### src/tcs_pkg.sv
// Purpose: shared constants for the timer clock select block
// Assumes: 32-bit APB, one register per aligned word
// Notes: register index times four gives the byte address
//
// Notes on behaviour
// - bit 7 picks sysclk for timer 3 high
// - bit 6 picks sysclk for timer 3 low
// - bit 5 picks sysclk for timer 2 high
// - bit 4 picks sysclk for timer 2 low
// - bit 3: timer 1 sysclk, else prescaled
// - timer 1 counter mode overrides bit 3
// - bit 2: timer 0 sysclk, else prescaled
// - timer 0 counter mode overrides bit 2
// - prescale 00 divides 12, 01 divides 4
// - 10 divides 48, 11 synced ext/8
// - control register reachable on every page
// - timer 0 counts falling pin edges
package tcs_pkg;
   // ---------------------------------------------------------
   // register map
   // ---------------------------------------------------------
   localparam logic [9:0] CTRL_IDX = 10'h08E;
   localparam logic [9:0] AUX_IDX = 10'h08F;
   localparam logic [9:0] STAT_IDX = 10'h090;
   localparam logic [7:0] CTRL_RST = 8'h00;
   localparam logic [7:0] AUX_RST = 8'h00;
   // ---------------------------------------------------------
   // control register fields
   // ---------------------------------------------------------
   localparam int TMR3_HIGH_SYSCLK_SEL = 7;
   localparam int TMR3_LOW_SYSCLK_SEL = 6;
   localparam int TMR2_HIGH_SYSCLK_SEL = 5;
   localparam int TMR2_LOW_SYSCLK_SEL = 4;
   localparam int TMR1_SYSCLK_SEL = 3;
   localparam int TMR0_SYSCLK_SEL = 2;
   localparam int SHARED_PRESCALE_LSB = 0;
   // ---------------------------------------------------------
   // auxiliary register fields
   // ---------------------------------------------------------
   localparam int TMR0_COUNTER_SELECT = 0;
   localparam int TMR1_COUNTER_SELECT = 1;
   localparam int TMR2_ALT_CLOCK_SEL = 2;
   localparam int TMR3_ALT_CLOCK_SEL = 3;
   localparam int TMR2_SPLIT = 4;
   localparam int TMR3_SPLIT = 5;
   localparam int AUX_BITS = 6;
   // ---------------------------------------------------------
   // synchronised pins and prescaler
   // ---------------------------------------------------------
   localparam int PIN_T0 = 0;
   localparam int PIN_T1 = 1;
   localparam int PIN_EXT = 2;
   localparam int PIN_COUNT = 3;
   localparam logic [1:0] PRE_DIV12 = 2'h0;
   localparam logic [1:0] PRE_DIV4 = 2'h1;
   localparam logic [1:0] PRE_DIV48 = 2'h2;
   localparam logic [1:0] PRE_EXT8 = 2'h3;
   localparam logic [3:0] DIV12_LAST = 4'hB;
   localparam logic [1:0] DIV4_LAST = 2'h3;
   localparam logic [5:0] DIV48_LAST = 6'h2F;
   localparam logic [2:0] EXT8_LAST = 3'h7;
endpackage

### src/tcs_if.sv
// Purpose: carrier between the core, pin sync and prescaler
// Assumes: all signals on pclk
// Notes: fall and rise are one-cycle pulses
`timescale 1ns/1ps
`default_nettype none
interface tcs_if;
   // nets, so the per-bit generate assigns may share one vector
   wire [2:0] level;
   wire [2:0] fall;
   wire [2:0] rise;
   logic [1:0] prescale_sel;
   logic div12_tick;
   logic ext8_tick;
   logic shared_tick;
   modport sync (output level, output fall, output rise);
   modport pre (input rise, input prescale_sel, output div12_tick,
      output ext8_tick, output shared_tick);
   modport core (input level, input fall, input div12_tick,
      input ext8_tick, input shared_tick, output prescale_sel);
endinterface
`default_nettype wire

### src/tcs_edge_sync.sv
// Purpose: two-flop synchroniser and edge detect for pins
// Assumes: pins are asynchronous to pclk
// Notes: the first stage feeds only the second stage
`timescale 1ns/1ps
`default_nettype none
module tcs_edge_sync
   import tcs_pkg::*;
(
   input wire logic pclk,
   input wire logic presetn,
   input wire logic clk_en,
   input wire logic [2:0] pin_in,
   tcs_if.sync sio
);
   typedef struct packed {
      logic [2:0] s1;
      logic [2:0] s2;
      logic [2:0] s3;
   } tcs_sync_t;
   tcs_sync_t st;
   tcs_sync_t next_st;

   // shift chain, s3 is the previous settled level
   always_comb
   begin
      next_st = st;
      next_st.s1 = pin_in;
      next_st.s2 = st.s1;
      next_st.s3 = st.s2;
   end

   always_ff @(posedge pclk or negedge presetn)
   begin
      if (!presetn)
         st <= '0;
      else if (clk_en)
         st <= next_st;
   end

   // ---------------------------------------------------------
   // edge outputs
   // ---------------------------------------------------------
   genvar i;
   generate
      for (i = 0; i < PIN_COUNT; i = i + 1)
      begin : g_edge
         assign sio.level[i] = st.s2[i];
         assign sio.fall[i] = st.s3[i] & ~st.s2[i];
         assign sio.rise[i] = st.s2[i] & ~st.s3[i];
      end
   endgenerate
endmodule
`default_nettype wire

### src/tcs_prescaler.sv
// Purpose: shared timer 0/1 prescaler and alternate clocks
// Assumes: ext clock rise pulses already synchronised
// Notes: all outputs are pclk count enables, not clocks
`timescale 1ns/1ps
`default_nettype none
module tcs_prescaler
   import tcs_pkg::*;
(
   input wire logic pclk,
   input wire logic presetn,
   input wire logic clk_en,
   tcs_if.pre pio
);
   typedef struct packed {
      logic [3:0] c12;
      logic [1:0] c4;
      logic [5:0] c48;
      logic [2:0] ce;
      logic div12_tick;
      logic ext8_tick;
      logic shared_tick;
   } tcs_pre_t;
   tcs_pre_t st;
   tcs_pre_t next_st;
   logic d12;
   logic d4;
   logic d48;
   logic e8;

   // free-running dividers, ext/8 counts synced rises
   always_comb
   begin
      next_st = st;
      d12 = (st.c12 == DIV12_LAST);
      d4 = (st.c4 == DIV4_LAST);
      d48 = (st.c48 == DIV48_LAST);
      e8 = pio.rise[PIN_EXT] && (st.ce == EXT8_LAST);
      next_st.c12 = d12 ? 4'h0 : st.c12 + 4'h1;
      next_st.c4 = st.c4 + 2'h1;
      next_st.c48 = d48 ? 6'h00 : st.c48 + 6'h01;
      if (pio.rise[PIN_EXT])
         next_st.ce = st.ce + 3'h1;
      next_st.div12_tick = d12;
      next_st.ext8_tick = e8;
      // shared prescale mux
      case (pio.prescale_sel)
         PRE_DIV12: next_st.shared_tick = d12;
         PRE_DIV4: next_st.shared_tick = d4;
         PRE_DIV48: next_st.shared_tick = d48;
         PRE_EXT8: next_st.shared_tick = e8;
         default: next_st.shared_tick = 1'b0;
      endcase
   end

   always_ff @(posedge pclk or negedge presetn)
   begin
      if (!presetn)
         st <= '0;
      else if (clk_en)
         st <= next_st;
   end

   assign pio.div12_tick = st.div12_tick;
   assign pio.ext8_tick = st.ext8_tick;
   assign pio.shared_tick = st.shared_tick;

   // ---------------------------------------------------------
   // checks
   // ---------------------------------------------------------
   a_div12_wrap: assert property (
      @(posedge pclk) disable iff (!presetn)
      (clk_en && st.c12 == 4'hB) |=> (st.div12_tick && st.c12 == 4'h0))
      else $error("div12 tick missing at wrap");
   a_div48_wrap: assert property (
      @(posedge pclk) disable iff (!presetn)
      (clk_en && st.c48 == 6'h2F) |=> (st.c48 == 6'h00))
      else $error("div48 counter did not wrap at 47");
   a_ext8_tick: assert property (
      @(posedge pclk) disable iff (!presetn)
      (clk_en && pio.rise[PIN_EXT] && st.ce == 3'h7) |=> st.ext8_tick)
      else $error("ext/8 tick missing on eighth rise");
   a_shared_div4: assert property (
      @(posedge pclk) disable iff (!presetn)
      (clk_en && pio.prescale_sel == 2'h1)
      |=> (st.shared_tick == ($past(st.c4) == 2'h3)))
      else $error("prescaled tick not on div4 phase");
endmodule
`default_nettype wire

### src/tcs_top.sv
// Purpose: timer clock select with APB register access
// Assumes: APB3 master, pclk 125 MHz, pins async to pclk
// Notes: each tick output is a count enable for one cycle
//
// The implementer's own choice: the APB register port.
`timescale 1ns/1ps
`default_nettype none
module tcs_top
   import tcs_pkg::*;
(
   input wire logic pclk,
   input wire logic presetn,
   input wire logic clk_en,
   input wire logic psel,
   input wire logic penable,
   input wire logic pwrite,
   input wire logic [11:0] paddr,
   input wire logic [31:0] pwdata,
   output logic [31:0] prdata,
   output logic pready,
   output logic pslverr,
   input wire logic tmr0_pin,
   input wire logic tmr1_pin,
   input wire logic ext_clk_pin,
   output logic tmr0_tick,
   output logic tmr1_tick,
   output logic tmr2_low_tick,
   output logic tmr2_high_tick,
   output logic tmr3_low_tick,
   output logic tmr3_high_tick
);
   typedef struct packed {
      logic [7:0] timer_clock_control;
      logic [AUX_BITS-1:0] aux;
      logic [31:0] rdata;
      logic ready;
      logic slverr;
      logic t0;
      logic t1;
      logic t2l;
      logic t2h;
      logic t3l;
      logic t3h;
   } tcs_state_t;
   tcs_state_t st;
   tcs_state_t next_st;
   tcs_if bus ();
   logic alt2;
   logic alt3;
   logic ct0;
   logic ct1;
   logic wr_take;

   // ---------------------------------------------------------
   // helpers
   // ---------------------------------------------------------
   // page-free decode: the address alone selects the word
   function automatic logic tcs_hit(input logic [11:0] a,
      input logic [9:0] idx);
      tcs_hit = (a == {idx, 2'b00});
   endfunction

   function automatic logic tcs_mapped(input logic [11:0] a);
      tcs_mapped = tcs_hit(a, CTRL_IDX) || tcs_hit(a, AUX_IDX)
         || tcs_hit(a, STAT_IDX);
   endfunction

   // ---------------------------------------------------------
   // submodules
   // ---------------------------------------------------------
   tcs_edge_sync u_sync (
      .pclk (pclk),
      .presetn (presetn),
      .clk_en (clk_en),
      .pin_in ({ext_clk_pin, tmr1_pin, tmr0_pin}),
      .sio (bus.sync)
   );

   tcs_prescaler u_pre (
      .pclk (pclk),
      .presetn (presetn),
      .clk_en (clk_en),
      .pio (bus.pre)
   );

   assign bus.prescale_sel =
      st.timer_clock_control[SHARED_PRESCALE_LSB +: 2];

   // ---------------------------------------------------------
   // selection terms
   // ---------------------------------------------------------
   // alternate clock: sysclk/12 or synced ext/8
   assign alt2 = st.aux[TMR2_ALT_CLOCK_SEL] ? bus.ext8_tick
      : bus.div12_tick;
   assign alt3 = st.aux[TMR3_ALT_CLOCK_SEL] ? bus.ext8_tick
      : bus.div12_tick;
   assign ct0 = st.aux[TMR0_COUNTER_SELECT];
   assign ct1 = st.aux[TMR1_COUNTER_SELECT];
   // write lands only at the edge that completes the access
   assign wr_take = psel && penable && st.ready && pwrite;

   // ---------------------------------------------------------
   // next state
   // ---------------------------------------------------------
   always_comb
   begin
      next_st = st;
      // apb: setup phase prepares the answer, access completes
      next_st.ready = psel && !penable;
      if (psel && !penable)
      begin
         next_st.slverr = !tcs_mapped(paddr);
         next_st.rdata = 32'h0000_0000;
         if (!pwrite && tcs_hit(paddr, CTRL_IDX))
            next_st.rdata[7:0] = st.timer_clock_control;
         else if (!pwrite && tcs_hit(paddr, AUX_IDX))
            next_st.rdata[AUX_BITS-1:0] = st.aux;
         else if (!pwrite && tcs_hit(paddr, STAT_IDX))
            next_st.rdata[PIN_COUNT-1:0] = bus.level;
      end
      else
      begin
         next_st.slverr = 1'b0;
      end
      // register writes, status word is read only
      if (wr_take && tcs_hit(paddr, CTRL_IDX))
         next_st.timer_clock_control = pwdata[7:0];
      if (wr_take && tcs_hit(paddr, AUX_IDX))
         next_st.aux = pwdata[AUX_BITS-1:0];
      // timer 0: counter mode wins over the clock select
      if (ct0)
         next_st.t0 = bus.fall[PIN_T0];
      else if (st.timer_clock_control[TMR0_SYSCLK_SEL])
         next_st.t0 = 1'b1;
      else
         next_st.t0 = bus.shared_tick;
      // timer 1: same precedence as timer 0
      if (ct1)
         next_st.t1 = bus.fall[PIN_T1];
      else if (st.timer_clock_control[TMR1_SYSCLK_SEL])
         next_st.t1 = 1'b1;
      else
         next_st.t1 = bus.shared_tick;
      // timer 2 low byte or whole 16-bit timer
      next_st.t2l = st.timer_clock_control[TMR2_LOW_SYSCLK_SEL]
         ? 1'b1 : alt2;
      // high byte follows the low byte unless split
      if (st.aux[TMR2_SPLIT])
         next_st.t2h = st.timer_clock_control[TMR2_HIGH_SYSCLK_SEL]
            ? 1'b1 : alt2;
      else
         next_st.t2h = next_st.t2l;
      // timer 3, same shape as timer 2
      next_st.t3l = st.timer_clock_control[TMR3_LOW_SYSCLK_SEL]
         ? 1'b1 : alt3;
      if (st.aux[TMR3_SPLIT])
         next_st.t3h = st.timer_clock_control[TMR3_HIGH_SYSCLK_SEL]
            ? 1'b1 : alt3;
      else
         next_st.t3h = next_st.t3l;
   end

   // ---------------------------------------------------------
   // state register
   // ---------------------------------------------------------
   // clk_en low freezes everything, ticks included
   always_ff @(posedge pclk or negedge presetn)
   begin
      if (!presetn)
      begin
         st <= '0;
         st.timer_clock_control <= CTRL_RST;
         st.aux <= AUX_RST[AUX_BITS-1:0];
      end
      else if (clk_en)
         st <= next_st;
   end

   // outputs straight from flops
   assign prdata = st.rdata;
   assign pready = st.ready;
   assign pslverr = st.slverr;
   assign tmr0_tick = st.t0;
   assign tmr1_tick = st.t1;
   assign tmr2_low_tick = st.t2l;
   assign tmr2_high_tick = st.t2h;
   assign tmr3_low_tick = st.t3l;
   assign tmr3_high_tick = st.t3h;

   // ---------------------------------------------------------
   // checks
   // ---------------------------------------------------------
   a_t3_high_sysclk: assert property (
      @(posedge pclk) disable iff (!presetn)
      (clk_en && st.aux[TMR3_SPLIT] && st.timer_clock_control[7])
      |=> tmr3_high_tick)
      else $error("timer 3 high not on sysclk");
   a_t3_low_alt: assert property (
      @(posedge pclk) disable iff (!presetn)
      (clk_en && !st.timer_clock_control[6])
      |=> (tmr3_low_tick == $past(alt3)))
      else $error("timer 3 low not on alternate clock");
   a_t2_high_alt: assert property (
      @(posedge pclk) disable iff (!presetn)
      (clk_en && st.aux[TMR2_SPLIT] && !st.timer_clock_control[5])
      |=> (tmr2_high_tick == $past(alt2)))
      else $error("timer 2 high not on alternate clock");
   a_t2_low_sysclk: assert property (
      @(posedge pclk) disable iff (!presetn)
      (clk_en && st.timer_clock_control[4]) |=> tmr2_low_tick)
      else $error("timer 2 low not on sysclk");
   a_t1_prescaled: assert property (
      @(posedge pclk) disable iff (!presetn)
      (clk_en && !ct1 && !st.timer_clock_control[3])
      |=> (tmr1_tick == $past(bus.shared_tick)))
      else $error("timer 1 not on prescaled clock");
   a_t1_counter_wins: assert property (
      @(posedge pclk) disable iff (!presetn)
      (clk_en && ct1 && !bus.fall[PIN_T1]) |=> !tmr1_tick)
      else $error("timer 1 ticked without pin edge");
   a_t0_sysclk: assert property (
      @(posedge pclk) disable iff (!presetn)
      (clk_en && !ct0 && st.timer_clock_control[2]) |=> tmr0_tick)
      else $error("timer 0 not on sysclk");
   a_t0_counter_wins: assert property (
      @(posedge pclk) disable iff (!presetn)
      (clk_en && ct0 && !bus.fall[PIN_T0]) |=> !tmr0_tick)
      else $error("timer 0 ticked without pin edge");
   a_t0_pin_edge: assert property (
      @(posedge pclk) disable iff (!presetn)
      (clk_en && ct0 && bus.fall[PIN_T0]) |=> tmr0_tick)
      else $error("timer 0 missed a falling pin edge");
   a_ctrl_write: assert property (
      @(posedge pclk) disable iff (!presetn)
      (clk_en && wr_take && paddr == 12'h238)
      |=> (st.timer_clock_control == $past(pwdata[7:0])))
      else $error("control register write lost");

   // opposite polarity of every select, and the unsplit case
   a_t1_sysclk: assert property (
      @(posedge pclk) disable iff (!presetn)
      (clk_en && !ct1 && st.timer_clock_control[3]) |=> tmr1_tick)
      else $error("timer 1 not on sysclk");
   a_t1_pin_edge: assert property (
      @(posedge pclk) disable iff (!presetn)
      (clk_en && ct1 && bus.fall[PIN_T1]) |=> tmr1_tick)
      else $error("timer 1 missed a falling pin edge");
   a_t0_prescaled: assert property (
      @(posedge pclk) disable iff (!presetn)
      (clk_en && !ct0 && !st.timer_clock_control[2])
      |=> (tmr0_tick == $past(bus.shared_tick)))
      else $error("timer 0 not on prescaled clock");
   a_t2_low_alt: assert property (
      @(posedge pclk) disable iff (!presetn)
      (clk_en && !st.timer_clock_control[4])
      |=> (tmr2_low_tick == $past(alt2)))
      else $error("timer 2 low not on alternate clock");
   a_t3_low_sysclk: assert property (
      @(posedge pclk) disable iff (!presetn)
      (clk_en && st.timer_clock_control[6]) |=> tmr3_low_tick)
      else $error("timer 3 low not on sysclk");
   a_t2_high_sysclk: assert property (
      @(posedge pclk) disable iff (!presetn)
      (clk_en && st.aux[TMR2_SPLIT] && st.timer_clock_control[5])
      |=> tmr2_high_tick)
      else $error("timer 2 high not on sysclk");
   a_t3_high_alt: assert property (
      @(posedge pclk) disable iff (!presetn)
      (clk_en && st.aux[TMR3_SPLIT] && !st.timer_clock_control[7])
      |=> (tmr3_high_tick == $past(alt3)))
      else $error("timer 3 high not on alternate clock");
   a_t2_unsplit: assert property (
      @(posedge pclk) disable iff (!presetn)
      (clk_en && !st.aux[TMR2_SPLIT])
      |=> (tmr2_high_tick == tmr2_low_tick))
      else $error("timer 2 high differs from low while unsplit");
   a_t3_unsplit: assert property (
      @(posedge pclk) disable iff (!presetn)
      (clk_en && !st.aux[TMR3_SPLIT])
      |=> (tmr3_high_tick == tmr3_low_tick))
      else $error("timer 3 high differs from low while unsplit");

   // bus answer shape; a stuck pready would hang the master
   a_ready_pulse: assert property (
      @(posedge pclk) disable iff (!presetn)
      (clk_en && pready && penable) |=> !pready)
      else $error("bus answer held past one cycle");
   a_unmapped_err: assert property (
      @(posedge pclk) disable iff (!presetn)
      (clk_en && psel && !penable && !tcs_mapped(paddr))
      |=> (pready && pslverr && prdata == 32'h0000_0000))
      else $error("unmapped address not refused");
   a_ctrl_read: assert property (
      @(posedge pclk) disable iff (!presetn)
      (clk_en && psel && !penable && !pwrite && paddr == 12'h238)
      |=> (prdata == {24'h00_0000, $past(st.timer_clock_control)}))
      else $error("control register read wrong");

   // clk_en low must hold every tick output and pready
   a_freeze_ticks: assert property (
      @(posedge pclk) disable iff (!presetn)
      !clk_en |=> $stable({tmr0_tick, tmr1_tick, tmr2_low_tick,
         tmr2_high_tick, tmr3_low_tick, tmr3_high_tick, pready}))
      else $error("outputs moved while clock enable low");
endmodule
`default_nettype wire

### config.mk
export PLATFORM = sky130hd
export DESIGN_NAME = tcs_top
export DESIGN_NICKNAME = d
export VERILOG_FILES = /design/src/tcs_pkg.sv /design/src/tcs_if.sv /design/src/tcs_edge_sync.sv /design/src/tcs_prescaler.sv /design/src/tcs_top.sv
export SDC_FILE = /design/constraint.sdc
export NUM_CORES = 1
export LEC_CHECK = 0
export ABC_AREA = 1
export BUFFER_PORTS_ARGS = -buffer_cell sky130_fd_sc_hd__clkbuf_2
export CAP_MARGIN = 40
export CORE_MARGIN = 3
export CORE_UTILIZATION = 35
export CTS_BUF_LIST = sky130_fd_sc_hd__clkbuf_8
export DETAILED_ROUTE_END_ITERATION = 16
export PLACE_DENSITY = 0.59
export SYNTH_ARGS = -nofsm -noshare
export SYNTH_HDL_FRONTEND = slang
export SYNTH_SLANG_ARGS = --single-unit
### constraint.sdc
create_clock -name pclk -period 3.78 [get_ports pclk]
set_input_delay 0.567 -clock pclk [delete_from_list [all_inputs] [get_ports pclk]]
set_output_delay 0.567 -clock pclk [all_outputs]
set_load 0.05 [all_outputs]
==> results of run 1 <==
-- metal layers --
metal / share of wire [%] / routed length (µm) / track usage, %
met5: 0 / 0 / 0
met4: 1.7 / 99 / 5.67
met3: 5.1 / 307 / 3.11
met2: 45 / 2710 / 19.9
met1: 48 / 2840 / 17.8
-- area by class of cell --
type                       instances  area share (%)
timing repair buffer              45            6.76
tap                              105            3.90
inverter                          34            3.79
clock inverter                     5            2.30
multi-input combinational        240            36.4
clock buffer                      11            4.49
sequential                        57            42.3
-- worst paths after layout --
kind | startpoint | to | slack (ps) | depth (start not counted)
setup / recovery | clk_en | st[45]$_DFFE_PN0P_ | 1660 | 6
hold / removal | presetn | u_sync.next_st[3]$_DFFE_PN0P_ | 230 | 1
setup reg to reg | pready$_DFFE_PN0P_ | st[45]$_DFFE_PN0P_ | 2380 | 5
hold reg to reg | u_sync.next_st[5]$_DFFE_PN0P_ | u_sync.next_st[5]$_DFFE_PN0P_ | 470 | 2
max in group asynchronous | presetn | st[50]$_DFFE_PN0P_ | 2670 | 2
min in group pclk | ext_clk_pin | u_sync.next_st[5]$_DFFE_PN0P_ | 440 | 3
-- through the flow --
stage	hold slack, ps	area [µm²]
6_report	230	3370
4_1_cts	246	3370
3_3_place_gp	458	3140
5_1_grt	278	3370
2_1_floorplan	271	3080
3_5_place_dp	464	3140
-- placed cells by master, fill, tap and decap left out, types with 2 or more instances in the layout --
cell type / instances
nor3_4: 3
ha_1: 5
clkbuf_8: 11
o21ai_0: 20
nor2_2: 4
nor2_1: 21
a21oi_1: 4
inv_2: 2
inv_1: 31
nand4_1: 12
mux2_2: 2
bufinv_16: 2
o21ai_2: 12
nand2_1: 104
xnor2_1: 3
conb_1: 24
xor2_1: 4
dfrtp_1: 57
clkbuf_2: 44
clkinv_2: 2
nand3_1: 10
o311ai_0: 2
-- flip-flops by register name, indices dropped and copies added (netlist names), 2 cells and up --
| register | count |
|---|---|
| st | 10 |
| u_sync.sio.level | 3 |
| u_sync.next_st | 3 |
| prdata | 8 |
| u_sync.st | 3 |
| u_pre.st | 15 |
| bus.prescale_sel | 2 |
-- report_power, final --
group          leakage, nW  switching (mW)  internal [mW]
clock network        0.115           0.252          0.405
logic                0.933           0.230          0.111
registers            0.742          0.0672          0.709
total                 1.79           0.550           1.22
-- cells by family after synthesis --
| kind of cell | count (synthesis) | synth area share (%) |
|---|---|---|
| AOI/OAI and AO/OA | 44 | 9.50 |
| adders and majority gates | 5 | 2.09 |
| other | 1 | 0.125 |
| muxes | 2 | 0.753 |
| buffers and inverters | 75 | 14.1 |
| DFF | 57 | 47.7 |
| xor gates and xnor gates | 7 | 2.05 |
| and+or+nand+nor | 158 | 23.7 |
==> reports/metrics.csv, run 1 <==
metric,value,unit
post_cts resized,0,
post-CTS setup buffer count,0,
WL/cell,12.0,µm
"Data required, critical path",4000,ps
routed vias,2247,
post-synth top area cell,dfrtp_1,
hold buffers post-CTS,0,
cells after synthesis,349,
share of cells above drive strength 1,22.4,%
TritonCTS clock tree,done,
top cell type's share of synthesized area,47.7,%
drt pass-1 iters,4,
n_diodes,0,
fin nets,445,
die width,98.4,µm
Lkg Pwr,1.79,nW
DIE AREA,9690,µm²
synth-to-layout area growth,12.7,%
dpl hpwl,4300,µm
Max-cap violations,0,
relative slew slack,52.5,%
vias in the first global route,2223,
clock buffer depth,2,
setup slack after layout,1660,ps
dpl cells,481,
Final Util,40.8,%
core area,8260,µm²
Routed Antenna Nets,0,
row cnt,33,
number of DRC markers in iteration 0,87,
commonest register cell after synthesis,dfrtp_1,
Worst Hold Class,input port to asynchronous set/reset pin,
final hold violations,0,
pre-CTS WS,1280,ps
FF/Latch Area,1430,µm²
Clock Latency Late Sink,340,ps
Fill cells,837,
GPL Wtd Cong,0.820,
"Async S/R FF share, synth",100,%
CP bufs+invs,2,
I/O pin cnt,93,
H-tree depth,3,
Final Setup Violations,0,
Crit path max-delay family,simple AND/OR/NAND/NOR gates,
Sink Count,57,
Final Cycle Share,56.2,%
initial core utilization,36.2,%
Slew @ Worst Pin,709,ps
Netlist Area Pre-Place,2990,µm²
"Distinct cells, synth",33,
Max Fclk,0.471,GHz
endpoint class of the critical path,flop,
die height,98.4,µm
Root Buffer Master,clkbuf_8,
final cell count without fillers,497,
"count leader, synth",nand2_1,
CTS buffer count,9,
minimum clock period,2120,ps
final wirelength,5970,µm
number of synthesized flops with an enable pin,0,
WS Path Type,input port to flop,
"Avg Cell Area, Syn",8.56,µm²
Startpoint Class,input port,
max incr delay on CP,470,ps
Worst Skew,6.20,ps
GRT Total Usage,13.1,%
synth warn,0,
run status,completed,
first-pass GRT wire length,10300,µm
Via-to-Cell Ratio,4.52,
PwrDens,526,nW/µm²
worst-path cell chain,"clkbuf_2, inv_2, nor3_4, nand3_2, nand2_1, o21ai_2",
most common library cells after synthesis,"104 x nand2_1, 57 x dfrtp_1, 34 x buf_4, 31 x inv_1, 21 x nor2_1",
Yosys reg bits,57,
clk slew on worst S/H paths,70,ps
maximum VDD drop,0.188,mV
setup TNS,0,ps
"Slowest-stage cell, CP",clkbuf_2,
Critical Path AT,2340,ps
largest net degree at the start of global routing,35,
CP max FO,34,
DRC,0,
post-synthesis sequential area ratio,47.7,%
total chip power,1.77,mW
initial antenna violation count,0,
Max Slew Vio Count,0,
Area contributors post-synth,"dfrtp_1 48%, nand2_1 13%, buf_4 8.5%",
remaining global-route overflow,0,
unrepaired setup endpoints after global routing,no,
number of port buffers,44,
multi-input logic area,1230,µm²
Power figures use the tool's default switching activity.
==> inputs of run 2 (changes only) <==
--- a/config.mk
+++ b/config.mk
@@ -12,7 +12,7 @@
 export CORE_UTILIZATION = 35
 export CTS_BUF_LIST = sky130_fd_sc_hd__clkbuf_8
 export DETAILED_ROUTE_END_ITERATION = 16
-export PLACE_DENSITY = 0.59
+export PLACE_DENSITY = 0.61
 export SYNTH_ARGS = -nofsm -noshare
 export SYNTH_HDL_FRONTEND = slang
 export SYNTH_SLANG_ARGS = --single-unit
==> constraint.sdc (replaced) <==
create_clock -name pclk -period 1.7 [get_ports pclk]
set_input_delay 0.255 -clock pclk [delete_from_list [all_inputs] [get_ports pclk]]
set_output_delay 0.255 -clock pclk [all_outputs]
set_load 0.05 [all_outputs]
==> run 2 against run 1 <==
Effect of this change:
- critical path type is now flop to flop
- clock-buffer cell count grew 2
- combinational power grew 130%
- die area is the same
- global-route usage is essentially flat
- highest routed layer unchanged
- non-clock buffer count grew 7
- first-iteration DRC count grew 2.3%
- critical endpoint is now ct0$_DFFE_PN0P_
- via count grew 1.9%
- total power grew 120%
==> reports/metrics.csv, run 2 (synthesis gave the netlist of run 1 again) <==
metric,value,unit
clock buffer depth,2,
routed vias,2290,
number of port buffers,44,
Max-cap violations,0,
minimum clock period,1360,ps
number of DRC markers in iteration 0,89,
Max Slew Vio Count,0,
clock share of power,35.2,%
dpl cells,487,
vias in the first global route,2224,
GRT Total Usage,13.1,%
Worst Hold Class,input port to flop,
I/O pin cnt,93,
Met3 Wirelength,291,µm
Worst Skew,7.26,ps
unrepaired setup endpoints after global routing,no,
CTS buffer count,9,
row cnt,33,
remaining global-route overflow,0,
fin nets,452,
Seq pwr share,44.7,%
WS Path Type,flop to flop,
DRC,0,
die height,98.4,µm
synth-to-layout area growth,14.5,%
CP max FO,12,
Final Cycle Share,80.0,%
DIE AREA,9690,µm²
reg2reg setup slack,340,ps
highest routed metal layer,met4,
TritonCTS clock tree,done,
DRT met1 WL,2820,µm
run status,completed,
setup TNS,0,ps
n_diodes,0,
clk slew on worst S/H paths,70,ps
design area,3420,µm²
Startpoint Class,flop,
NetSw,1.19,mW
initial antenna violation count,0,
Fill cells,834,
die width,98.4,µm
most frequent cells in the layout,"104 x nand2_1, 57 x dfrtp_1, 44 x clkbuf_2, 31 x inv_1, 24 x conb_1",
Max Fclk,0.736,GHz
final cell count without fillers,503,
Sink Count,57,
largest net degree at the start of global routing,58,
PwrDens,1130,nW/µm²
max reg flops,15,
Sw Share,31.0,%
post_cts resized,0,
share of cells above drive strength 1,23.4,%
part of the total power dissipated in combinational logic,20.1,%
initial core utilization,36.2,%
WL/cell,11.8,µm
Routed Antenna Nets,0,
Post-DP Area,3200,µm²
drt pass-1 iters,4,
Hold WS,136,ps
core area,8260,µm²
Final Setup Violations,0,
endpoint class of the critical path,flop,
Critical Path AT,1570,ps
Lkg Pwr,1.83,nW
final hold violations,0,
H-tree depth,3,
Pint,2.66,mW
final wirelength,5960,µm
dpl hpwl,4290,µm
first-pass GRT wire length,10100,µm
maximum VDD drop,0.447,mV
"most common cell after layout, fill and taps aside",nand2_1,
Via-to-Cell Ratio,4.55,
Clock Latency Late Sink,330,ps
met2 routed WL,2720,µm
GPL Wtd Cong,0.812,
most flop-heavy register,u_pre.st,
"Data required, critical path",1910,ps
Root Buffer Master,clkbuf_8,
## run 2: stage by stage
| step | total power [mW] | setup WS [ps] | utilization [%] |
|---|---|---|---|
| after floorplan | 2.35 | 163 | - |
| after global placement | 2.49 | 220 | 38.7 |
| after detailed placement | 2.53 | 214 | 38.7 |
| after CTS | 3.89 | 325 | 41.4 |
| after global routing | 4.08 | 220 | 41.4 |
| final | 3.86 | 341 | 41.4 |
## run 2: critical path, stage by stage (launching register included)
cell	delay (ps)
dfrtp_1	370
nand3_1	130
nor3_4	200
nand3_2	300
nand2_1	170
o21ai_2	60
## run 2: power by group through the flow
stage / combinational, mW / sequential (mW) / clock [mW]
final: 0.775 / 1.73 / 1.36
after global routing: 0.895 / 1.75 / 1.43
after CTS: 0.788 / 1.73 / 1.38
after detailed placement: 0.783 / 1.75 / 0
after global placement: 0.754 / 1.74 / 0
after floorplan: 0.558 / 1.80 / 0
## run 2: repair_timing
action	4_1_cts	5_1_grt
hold endpoints to repair	57	0
hold buffers	1	0
buffers inserted	0	0
setup endpoints to repair	0	0
## run 2: worst paths after layout
path                                                    start                       endpoint  cells after the start
min in group asynchronous                             presetn       u_pre.st[15]$_DFFE_PN0P_                      3
worst max-delay path                       pready$_DFFE_PN0P_                ct0$_DFFE_PN0P_                      5
worst max register to register             pready$_DFFE_PN0P_                ct0$_DFFE_PN0P_                      5
max in group asynchronous                             presetn                ct0$_DFFE_PN0P_                      3
worst min-delay path                                 tmr0_pin  u_sync.next_st[3]$_DFFE_PN0P_                      3
worst min register to register  u_sync.next_st[5]$_DFFE_PN0P_  u_sync.next_st[5]$_DFFE_PN0P_                      2
## run 2: metal layers
metal,vias to the layer above,global-route usage (%)
met2,78,21.2
met3,8,2.34
met4,0,6.93
met5,-,0
li1,1150,-
met1,1054,16.6
## run 2: cell type report
class / count / area, µm² / share of cell area [%]
sequential: 57 / 1430 / 41.7
multi-input combinational: 240 / 1230 / 35.9
timing repair buffer: 52 / 295 / 8.63
clock buffer: 13 / 179 / 5.23
tap: 105 / 131 / 3.84
inverter: 34 / 128 / 3.73
clock inverter: 2 / 35.0 / 1.02
==> inputs of run 3 (changes only) <==
--- a/config.mk
+++ b/config.mk
@@ -5,14 +5,14 @@
 export SDC_FILE = /design/constraint.sdc
 export NUM_CORES = 1
 export LEC_CHECK = 0
-export ABC_AREA = 1
+export ABC_AREA = 0
 export BUFFER_PORTS_ARGS = -buffer_cell sky130_fd_sc_hd__clkbuf_2
 export CAP_MARGIN = 40
 export CORE_MARGIN = 3
 export CORE_UTILIZATION = 35
 export CTS_BUF_LIST = sky130_fd_sc_hd__clkbuf_8
 export DETAILED_ROUTE_END_ITERATION = 16
-export PLACE_DENSITY = 0.61
+export PLACE_DENSITY = 0.62
 export SYNTH_ARGS = -nofsm -noshare
 export SYNTH_HDL_FRONTEND = slang
 export SYNTH_SLANG_ARGS = --single-unit
==> constraint.sdc (replaced) <==
create_clock -name pclk -period 1.2 [get_ports pclk]
set_input_delay 0.18 -clock pclk [delete_from_list [all_inputs] [get_ports pclk]]
set_output_delay 0.18 -clock pclk [all_outputs]
set_load 0.05 [all_outputs]
==> run 3 against run 2 <==
Effect of this change:
- the flow now finishes with violations (negative setup slack)
- fmax fell by 2.1%
- global-route usage rose by 0.23 points
- combinational power rose by 74%
- total power rose by 43%
- synthesized cell count fell by 29%
- first-iteration DRC count fell by 45%
- routed wire length fell by 3.5%
- final area rose by 4.5%
- register-to-register slack got worse by 530 ps
- clock-buffer cell count fell by 1
- critical path depth rose by 1
- cell count fell by 15%
- largest cell class unchanged
==> reports/metrics.csv, run 3 <==
metric,value,unit
hold path depth,2,
Max Slew Vio Count,0,
core area,7770,µm²
worst-path cell chain,"ha_2, ha_2, and3b_1, nand2_1, o211ai_1, a31o_2",
drt pass-1 iters,4,
NetSw,1.74,mW
Final Util,46.0,%
cells after synthesis,248,
I/O pin cnt,93,
most frequent cells in the layout,"56 x dfrtp_1, 40 x clkbuf_2, 26 x buf_4, 24 x conb_1, 20 x o21ai_0",
final cell count without fillers,427,
part of the total power dissipated in combinational logic,24.6,%
Worst Hold Launch,pwdata[7],
n_diodes,0,
Routed Antenna Nets,0,
clock buffer depth,2,
most common library cells after synthesis,"57 x dfrtp_1, 32 x buf_4, 26 x mux2_2, 21 x o21ai_0, 16 x nand2_1",
worst r2r dst,u_pre.pio.shared_tick$_DFFE_PN0P_,
Worst Hold End,st[53]$_DFFE_PN0P_,
Critical R2R Launch,u_pre.st[3]$_DFFE_PN0P_,
total chip power,5.50,mW
clk slew on worst S/H paths,60,ps
post-synthesis sequential area ratio,50.8,%
Lkg Pwr,1.75,nW
minimum clock period,1390,ps
initial core utilization,36.1,%
initial antenna violation count,0,
reg2reg setup slack,-190,ps
row cnt,32,
Via-to-Cell Ratio,4.67,
"Distinct cells, synth",44,
fin nets,379,
Area contributors post-synth,"dfrtp_1 51%, mux2_2 10%, buf_4 8.6%",
number of DRC markers in iteration 0,49,
Max-cap violations,0,
Seq pwr share,45.4,%
Sw Share,31.6,%
Netlist Area Pre-Place,2810,µm²
CP Launch Point,u_pre.st[3]$_DFFE_PN0P_,
max incr delay on CP,380,ps
PwrDens,1540,nW/µm²
final wirelength,5750,µm
final hold violations,0,
GRT Total Usage,13.3,%
DIE AREA,9130,µm²
first-pass GRT wire length,8940,µm
number of synthesized flops with an enable pin,0,
Clock Latency Late Sink,340,ps
WS Path Type,flop to flop,
clock share of power,30.0,%
maximum VDD drop,0.618,mV
Yosys reg bits,57,
Final Setup Violations,11,
unrepaired setup endpoints after global routing,yes,
most flop-heavy register,u_pre.st,
pre-CTS WS,-402,ps
Reg2Reg Depth,6,
Root Buffer Master,clkbuf_8,
number of port buffers,44,
FF/Latch Area,1430,µm²
Max Fclk,0.720,GHz
routed vias,1993,
Fill cells,718,
dpl hpwl,4290,µm
commonest register cell after synthesis,dfrtp_1,
dpl cells,408,
"Avg Cell Area, Syn",11.3,µm²
GPL Wtd Cong,0.816,
die width,95.6,µm
vias in the first global route,1852,
remaining global-route overflow,0,
CP max FO,2,
"count leader, synth",dfrtp_1,
TritonCTS clock tree,done,
post-synth top area cell,dfrtp_1,
endpoint class of the critical path,flop,
setup slack after layout,-188,ps
CTS buffer count,9,
Hold WS,69.3,ps
synth-to-layout area growth,27.4,%
Sink Count,57,
Critical Path AT,1620,ps
WL/cell,13.5,µm
Final Cycle Share,116,%
max reg flops,15,
"most common cell after layout, fill and taps aside",dfrtp_1,
H-tree depth,3,
Startpoint Class,flop,
DRC,0,
"Slowest-stage cell, CP",dfrtp_1,
Pint,3.76,mW
largest net degree at the start of global routing,45,
failing checks,negative setup slack,
share of cells above drive strength 1,40.9,%
Crit path top cell by count,ha_2,
Worst Hold Class,input port to flop,
"Async S/R FF share, synth",100,%
multi-input logic area,1260,µm²
top cell type's share of synthesized area,50.8,%
run status,"finished, violations left",
Worst Skew,9.83,ps
"Data required, critical path",1430,ps
die height,95.6,µm
synth warn,0,
-- run 3: cell types whose count changed in the layout (fill, tap and decap cells not counted), moves of 11 or more --
cell,change
nand2_1,-89
mux2_4,+13
o21ai_2,-12
nor2_1,-14
mux2_2,+11
inv_1,-21
buf_4,+20
-- run 3: through the flow --
| stage | TNS, ps | cell area (µm²) |
|---|---|---|
| final | -634 | 3580 |
| after global routing | -1580 | 3580 |
| after CTS | -951 | 3530 |
| after detailed placement | -8450 | 3250 |
| after global placement | -7550 | 3250 |
| after floorplan | -3310 | 2920 |
-- run 3: final cells by class --
| cell class | instances | area share, % |
|---|---|---|
| Timing Repair Buffer | 78 | 15.2 |
| Tap cell | 102 | 3.57 |
| Clock inverter | 3 | 0.455 |
| Inverter | 9 | 0.945 |
| Sequential cell | 57 | 39.9 |
| Clock buffer | 12 | 4.62 |
| Multi-Input combinational cell | 166 | 35.3 |
-- run 3: worst max path at each step --
| stage | to | cells past startpoint |
|---|---|---|
| 2_1_floorplan | bus.prescale_sel[0]$_DFFE_PN0P_ | 4 |
| 3_3_place_gp | bus.prescale_sel[0]$_DFFE_PN0P_ | 6 |
| 3_5_place_dp | bus.prescale_sel[0]$_DFFE_PN0P_ | 6 |
| 4_1_cts | u_pre.pio.shared_tick$_DFFE_PN0P_ | 6 |
| 5_1_grt | u_pre.pio.shared_tick$_DFFE_PN0P_ | 6 |
| 6_report | u_pre.pio.shared_tick$_DFFE_PN0P_ | 6 |
-- run 3: logic make-up after synthesis --
kind of cell | Yosys count | share of synthesized area (%)
AO/OA/AOI/OAI | 47 | 10.5
XOR/XNOR | 5 | 1.56
adder cells (fa/ha/maj) | 5 | 2.23
buffers and inverters | 48 | 10.7
flip-flops | 57 | 50.8
multiplexers | 31 | 12.2
other | 1 | 0.134
AND/OR/NAND/NOR | 54 | 11.9
-- run 3: worst max-delay path: cells and delay by family (launching register included) --
family | cells | cell delay (ps)
DFF | 1 | 380
and+or+nand+nor | 2 | 230
AOI/OAI and AO/OA | 2 | 330
adders and majority gates | 2 | 330
-- run 3: timing repair --
item                                    CTS  global route
hold buffers                              1             0
setup buffers                             0             3
gates resized for setup                  21            12
gates cloned                              0             0
hold endpoints to repair                 10             0
endpoints found under the setup margin   20            29
pin swaps                                 1             5
-- run 3: power by group through the flow --
stage	logic, mW	clock network (mW)	registers, mW
CTS	1.33	1.69	2.49
floorplan	0.776	0	2.60
global route	1.50	1.78	2.54
global placement	1.25	0	2.50
finish	1.35	1.65	2.50
detailed placement	1.29	0	2.52
-- run 3: routing by layer --
metal,share of wire (%),track usage (%),vias up
li1,-,-,980
met1,45,16.7,945
met2,48,20.8,57
met3,5.4,3.55,11
met4,2.0,7.11,0
met5,0,0,-
